File: src/pirq_pkg.sv
package pirq_pkg;

	// Bus geometry of the register slave.
	localparam int ADDR_W = 4;
	localparam int DATA_W = 32;
	localparam int BE_W   = 4;

	// Byte offsets of the two flag registers.
	localparam logic [ADDR_W-1:0] OFS_REQUEST_2 = 4'h0;
	localparam logic [ADDR_W-1:0] OFS_REQUEST_3 = 4'h4;

	// Reset values of the flag registers.
	localparam logic [7:0] RST_REQUEST_2 = 8'h00;
	localparam logic [7:0] RST_REQUEST_3 = 8'h00;

	// Byte lane that carries the 8-bit registers.
	localparam int LANE_LOW = 0;

	// Field layout of the second flag register, bit 7 first.
	typedef struct packed {
		logic timer6_period_match_flag;
		logic comparator2_event_flag;
		logic comparator1_event_flag;
		logic nonvolatile_prog_done_flag;
		logic serial_port2_done_flag;
		logic serial_port2_collision_flag;
		logic timer4_period_match_flag;
		logic num_ctrl_osc_rollover_flag;
	} pirq_req2_t;

	// Field layout of the third flag register, bit 7 first.
	typedef struct packed {
		logic osc_fail_flag;
		logic clock_switch_done_flag;
		logic timer3_gate_inactive_flag;
		logic timer3_overflow_flag;
		logic logic_cell4_event_flag;
		logic logic_cell3_event_flag;
		logic logic_cell2_event_flag;
		logic logic_cell1_event_flag;
	} pirq_req3_t;

	// Avalon-MM request from the master.
	typedef struct packed {
		logic              read;
		logic              write;
		logic [ADDR_W-1:0] address;
		logic [DATA_W-1:0] writedata;
		logic [BE_W-1:0]   byteenable;
	} pirq_bus_req_t;

	// Avalon-MM answer to the master.
	typedef struct packed {
		logic [DATA_W-1:0] readdata;
		logic              waitrequest;
	} pirq_bus_rsp_t;

endpackage : pirq_pkg

File: src/pirq_flags.sv
`timescale 1ns/1ps
module pirq_flags (
	input  wire logic                   CLK,
	input  wire logic                   RESET,
	input  wire pirq_pkg::pirq_bus_req_t BUS_REQ,
	output      pirq_pkg::pirq_bus_rsp_t BUS_RSP,
	input  wire pirq_pkg::pirq_req2_t    EVENT_2,
	input  wire pirq_pkg::pirq_req3_t    EVENT_3,
	input  wire logic [7:0]              ENABLE_2,
	input  wire logic [7:0]              ENABLE_3,
	output      logic [7:0]              IRQ_PEND_2,
	output      logic [7:0]              IRQ_PEND_3
);
	import pirq_pkg::*;

	////////////////////////////////////////////////////////////////////////////
	// State.

	typedef struct packed {
		pirq_req2_t        flags2;
		pirq_req3_t        flags3;
		logic [7:0]        pend2;
		logic [7:0]        pend3;
		logic              ack;
		logic              waitreq;
		logic [DATA_W-1:0] rdata;
	} pirq_state_t;

	pirq_state_t state;
	pirq_state_t next_state;

	// Read decode, used only by the answer path; the checks below do not call it.
	function automatic logic [DATA_W-1:0] read_word(
		input logic [ADDR_W-1:0] addr,
		input pirq_req2_t        f2,
		input pirq_req3_t        f3
	);
		logic [DATA_W-1:0] word;
		word = '0;
		case (addr)
			OFS_REQUEST_2: word[7:0] = f2;
			OFS_REQUEST_3: word[7:0] = f3;
			default:       word = '0;
		endcase
		return word;
	endfunction : read_word

	logic       take_write;
	logic       lane_on;
	logic [7:0] wbyte;

	// The access completes on the edge where waitrequest is seen low.
	assign take_write = BUS_REQ.write && state.ack;
	assign lane_on    = BUS_REQ.byteenable[LANE_LOW];
	assign wbyte      = BUS_REQ.writedata[7:0];

	////////////////////////////////////////////////////////////////////////////
	// Next state.

	// Events are ORed after the software write so a coincident set is never lost.
	always_comb begin
		next_state = state;
		next_state.ack = 1'b0;
		if ((BUS_REQ.read || BUS_REQ.write) && !state.ack) begin
			next_state.ack   = 1'b1;
			next_state.rdata = read_word(BUS_REQ.address, state.flags2, state.flags3);
		end
		if (take_write && lane_on && BUS_REQ.address == OFS_REQUEST_2) begin
			next_state.flags2 = pirq_req2_t'(wbyte);
		end
		if (take_write && lane_on && BUS_REQ.address == OFS_REQUEST_3) begin
			next_state.flags3 = pirq_req3_t'(wbyte);
		end
		// Setting ignores every enable, as software must see pending events.
		// Each event bit lands on its own flag bit by the struct layout.
		next_state.flags2 = next_state.flags2 | EVENT_2;
		next_state.flags3 = next_state.flags3 | EVENT_3;
		next_state.pend2  = next_state.flags2 & ENABLE_2;
		next_state.pend3  = next_state.flags3 & ENABLE_3;
		// Waitrequest gets its own flop so the bus output has no gate after it.
		next_state.waitreq = !next_state.ack;
	end

	////////////////////////////////////////////////////////////////////////////
	// Registers.

	// Every reset clears the flags; no reset flavour keeps a flag.
	always_ff @(posedge CLK or posedge RESET) begin
		if (RESET) begin
			state.flags2 <= RST_REQUEST_2;
			state.flags3 <= RST_REQUEST_3;
			state.pend2  <= 8'h00;
			state.pend3  <= 8'h00;
			state.ack    <= 1'b0;
			state.waitreq <= 1'b1;
			state.rdata  <= 32'h0000_0000;
		end else begin
			state <= next_state;
		end
	end

	// Outputs come straight from the state flip-flops.
	assign BUS_RSP.readdata    = state.rdata;
	assign BUS_RSP.waitrequest = state.waitreq;
	assign IRQ_PEND_2          = state.pend2;
	assign IRQ_PEND_3          = state.pend3;

	logic clr2_bit7;
	logic clr2_bit2;
	logic clr3_bit4;

	// A write that accepts a zero into the bit under test.
	assign clr2_bit7 = take_write && lane_on && BUS_REQ.address == OFS_REQUEST_2 && !wbyte[7];
	assign clr2_bit2 = take_write && lane_on && BUS_REQ.address == OFS_REQUEST_2 && !wbyte[2];
	assign clr3_bit4 = take_write && lane_on && BUS_REQ.address == OFS_REQUEST_3 && !wbyte[4];

	////////////////////////////////////////////////////////////////////////////
	// Per-flag checks.

	logic       wr2_hit;
	logic       wr3_hit;
	logic [7:0] clr2_mask;
	logic [7:0] clr3_mask;
	logic [7:0] wr2_ones;
	logic [7:0] wr3_ones;

	// Bits that an accepted write loads with zero or with one, per register.
	assign wr2_hit   = take_write && lane_on && BUS_REQ.address == OFS_REQUEST_2;
	assign wr3_hit   = take_write && lane_on && BUS_REQ.address == OFS_REQUEST_3;
	assign clr2_mask = wr2_hit ? ~wbyte : 8'h00;
	assign clr3_mask = wr3_hit ? ~wbyte : 8'h00;
	assign wr2_ones  = wr2_hit ? wbyte : 8'h00;
	assign wr3_ones  = wr3_hit ? wbyte : 8'h00;
endmodule : pirq_flags

File: config.mk
export PLATFORM = sky130hd
export DESIGN_NAME = pirq_flags
export DESIGN_NICKNAME = d
export VERILOG_FILES = /design/src/pirq_pkg.sv /design/src/pirq_flags.sv
export SDC_FILE = /design/constraint.sdc
export NUM_CORES = 1
export LEC_CHECK = 0
export BUFFER_PORTS_ARGS = -buffer_cell sky130_fd_sc_hd__buf_4
export CAP_MARGIN = 20
export CORE_MARGIN = 2
export CORE_UTILIZATION = 40
export CTS_BUF_LIST = sky130_fd_sc_hd__clkbuf_16
export CTS_CLUSTER_DIAMETER = 150
export CTS_CLUSTER_SIZE = 16
export DETAILED_ROUTE_END_ITERATION = 6
export PLACE_DENSITY = 0.74
export SYNTH_ARGS = -nofsm -noshare
export SYNTH_HDL_FRONTEND = slang
export SYNTH_SLANG_ARGS = --single-unit
File: constraint.sdc
create_clock -name CLK -period 2.7 [get_ports CLK]
set_input_delay 0.405 -clock CLK [delete_from_list [all_inputs] [get_ports CLK]]
set_output_delay 0.405 -clock CLK [all_outputs]
set_load 0.02 [all_outputs]
* Word level (Yosys, flattened, before mapping)
Cells that the tools add are included.
** Cells by class
- Add/subtract/negate cells :: 0
- Multipliers :: 0
- Div/mod/pow operators :: 0
- $lt $le $gt $ge :: 0
- Eq/ne operators :: 1
- Shifts and indexed selects :: 0
- Multiplexer cells :: 4
- Bitwise logic cells :: 4
- Reduce and logical (&&, ||, !) cells :: 9
** Operator list (count)
- 8-bit AND :: 2
- 8-bit two-way mux :: 2
- 8-bit bitwise OR :: 2
- 8-bit case mux with 2 select lines :: 1
- 1-bit logical AND :: 5
- 4-bit by 3-bit equality test with 1-bit output (second input constant) :: 1
- 4-bit logical NOT :: 1
- 1-bit logical NOT :: 2
- 1-bit logical OR :: 1
- 1-bit two-way mux :: 1
** Storage, ports and cells
- Register bits after elaboration :: 42
- Latch bits :: 0
- Bits in writable memories :: 0
- Memory bits (read-only) :: 0
- Output and inout port bits :: 49
- Word-level logic and storage cells :: 39
- Memories kept :: 0

* Longest topological paths before layout
- Depth after elaboration :: 6
- Depth in mapped cells :: 4
- Depth with buffers taken out :: 3

* Least setup slack after synthesis
No wires, ideal clock.
- Kind :: input-to-reg
- From :: in BUS_REQ[37] in the netlist's numbering
- To :: reg state[50] in the netlist's numbering
- Setup time :: 0.131 ns
- Arrival :: 1.331 ns
- Setup slack :: 1.237 ns
- Stages :: 4
- Buffers on the path :: 1
- Cell sequence :: nor4b_4 buf_6 a21boi_2 or3_1
** RTL lines
- start: declaration :: line pirq_flags.sv:5 : input wire pirq_pkg::pirq_bus_req_t BUS_REQ,
- end signal: assignment :: line pirq_flags.sv:98 : state <= next_state;
- end: declaration :: line pirq_flags.sv:29 : pirq_state_t state;

==> results.md <==
- Status: complete, no violations
- Clock insertion delay at the later pin of the skew report: approximately 0.27 ns
- Slowest cell on crit path: dfrtp_1
- Antenna Violating Nets Remaining: 0
- Post-CTS setup buffers: 0
- # diodes: 0
- H-tree depth: 2
- Area contributors post-synth: dfrtp_1, buf_4, a21boi_2, o31a_1, or3_1
- IO Count: ~130
- PwrDens: around 550 nW/um^2
- Max Slew Vio Count: 0
- Req. time, crit path: 2.85 ns
- Final instance area: 2670 sq um
- Footprint of the multi-input gates: 805 sq um
- Chip height: ~80 microns
- Port bufs: 73
- Min-Delay Path Class: primary input to asynchronous set/reset pin
- Placer congestion estimate: a little under 0.7
- Grt total ovfl: 0
- Fin crit period: 1.47 ns
- Slowest Stage Delay on Critical Path: between 0.3 and 0.4 ns
- Switch Pwr: between 0.0003 and 0.0004 W
- Layout cells sized above 1: 0.433
- Largest area contributor in the netlist: dfrtp_1
- Aggregate routed wire length: between 4 and 5 mm
- Lkg Pwr: about 1.2 nW
- Resize count post-CTS: 0
- Clock-pin slew on the worst setup and hold paths: approximately 0.050 ns
- Highest-count cells in the layout ignoring fill and taps: buf_4, dfrtp_1, conb_1
- Sequential power share: 0.460
- CORE AREA: roughly 5400 sq um
- CTS max path bufs: 2
- Starting Density: 0.408
- Initial antenna violation count: 0
- First-pass GRT wire length: approximately 6.6 mm
- CP Cell Sequence: and3_1 -> buf_4 -> and3_2 -> or3_1
- Crit Path Category: register to register
- CTS Buf Count: 5
- Bufs and invs on worst path: 1
- Internal: between 0.001 and 0.0015 W
- Delay-heaviest family, CP: simple AND/OR/NAND/NOR gates
- Vias per cell: 4.64
- Seq. cell area: 1050 sq um
- Worst vdd ir: roughly 0.33 mV
- Dpl cell area: about 2500 sq um
- Global Route Usage Sum: 0.137
- Final WS setup: about 1.2 ns
- Syn Area/Cell: 11.4 sq um
- Fillers: a little over 500
- Critical path origin: state[33]$_DFF_PP0_
- Switching Share: 0.249
- Worst-Margin Slew: roughly 0.86 ns
- Worst Skew: 0.00160 ns
- Post-synthesis sequential area ratio: 0.475
- Clock share of power: 0.374
- Die width: roughly 78 microns
- CTS tree: built
- RSZ-0062 raised after global routing: no
- DR iter-0 viols: 33
- TritonCTS Sinks: 42
- Die area: ~6200 sq um
- Final hold vios: 0
- #FFs+latches synth: between 40 and 50
- Worst r2r src: state[33]$_DFF_PP0_
- Via count: around 1500
- Post-route total power: 0.00146 W
- DPL Wire Length: roughly 2.9 mm
- DRC viols: 0
- Final period util: 0.545
- Pre-antenna DRT Iters: 4
- DR WL/cell: between 10 and 15 microns
- Largest net degree at the start of global routing: 43
- Post-place setup slack: slightly below 1 ns
- Nets: between 300 and 400
- Combinational Power Share: 0.165
- Hold buffer count at cts: 0
- CP endpoint kind: register
- Most common cell after layout, fill and taps aside: buf_4
- Synth top area share: 0.463
- Post-synthesis cell type count: 19
- Cells after Synth: about 190
- Warnings, synthesis: 0
- Final setup vio count: 0
- Mapped Area: 2220 sq um
- FMAX: ~680 MHz
- Vias in the first global route: roughly 1500
- Slew headroom: 0.424
- Max-cap check violation count: 0
- CP max FO: 32
- # rows: 27
- Clk root buf: clkbuf_16
- Setup TNS: 0 ns
- P&R area growth vs syn: 20.4%
- Startpoint Class: register
- Worst Path Arrival: between 1.5 and 2 ns
## worst paths after layout
path | to | slack [ns] | cells past startpoint
min | IRQ_PEND_2[4]$_DFF_PP0_ | 0.32 | 2
min reg2reg | BUS_RSP[5]$_DFFE_PP0P_ | 0.48 | 2
max | state[52]$_DFF_PP0_ | 1.23 | 4
max reg2reg | state[52]$_DFF_PP0_ | 1.23 | 4
min in group CLK | state[58]$_DFF_PP0_ | 0.33 | 2
max in group asynchronous | BUS_RSP[2]$_DFFE_PP0P_ | 1.84 | 2
## registers in the layout, indices dropped and copies added (netlist names)
register    count
BUS_RSP         9
IRQ_PEND_2      8
IRQ_PEND_3      8
state          17
## worst register-to-register path: stages (launching register included)
cell	delay, ns
dfrtp_1	0.37
and3_1	0.14
buf_4	0.25
and3_2	0.28
or3_1	0.31
## cells by family after synthesis
group | synth area share
buffers and inverters | 0.201
AOI/OAI and AO/OA | 0.193
and+or+nand+nor | 0.129
DFF | 0.475
other | 0.00169
## through the flow
| step | std cells | hold WS (ns) | util |
|---|---|---|---|
| floorplan | 217 | 0.457 | - |
| global placement | 309 | 0.471 | 0.466 |
| detailed placement | 309 | 0.478 | 0.466 |
| CTS | 317 | 0.321 | 0.491 |
| global route | 317 | 0.326 | 0.491 |
| finish | 317 | 0.319 | 0.491 |
## Yosys cell counts, drive strengths merged
master / count
nor4b: 1
dfrtp: 41
and3: 17
buf: 54
o21bai: 1
o31a: 16
a22oi: 8
nand2: 8
inv: 2
conb: 1
a21boi: 16
o21ai: 8
dfstp: 1
clkbuf: 3
or3: 16
nor4: 1
## power by group through the flow
stage          logic [W]  registers, W  clock network (W)
2_1_floorplan   0.000193      0.000680                  0
3_3_place_gp    0.000241      0.000682                  0
3_5_place_dp    0.000244      0.000683                  0
4_1_cts         0.000245      0.000672           0.000570
5_1_grt         0.000263      0.000675           0.000590
6_report        0.000241      0.000672           0.000546
## layer usage
metal	GRT usage	vias to the layer above	routed length [microns]
li1	-	715	-
met1	0.158	695	1650
met2	0.242	57	2090
met3	0.0402	4	260
met4	0.0439	0	27
met5	0	-	0
## final cells by class
class	count	share of cell area
flip-flops and latches	42	0.394
multi-input cells	116	0.301
inverters	2	0.00281
clock buffers	5	0.0469
clock inverters	3	0.00422
repair buffers	77	0.217
well taps	72	0.0338
Note: power is estimated with default switching activity, not from simulation.
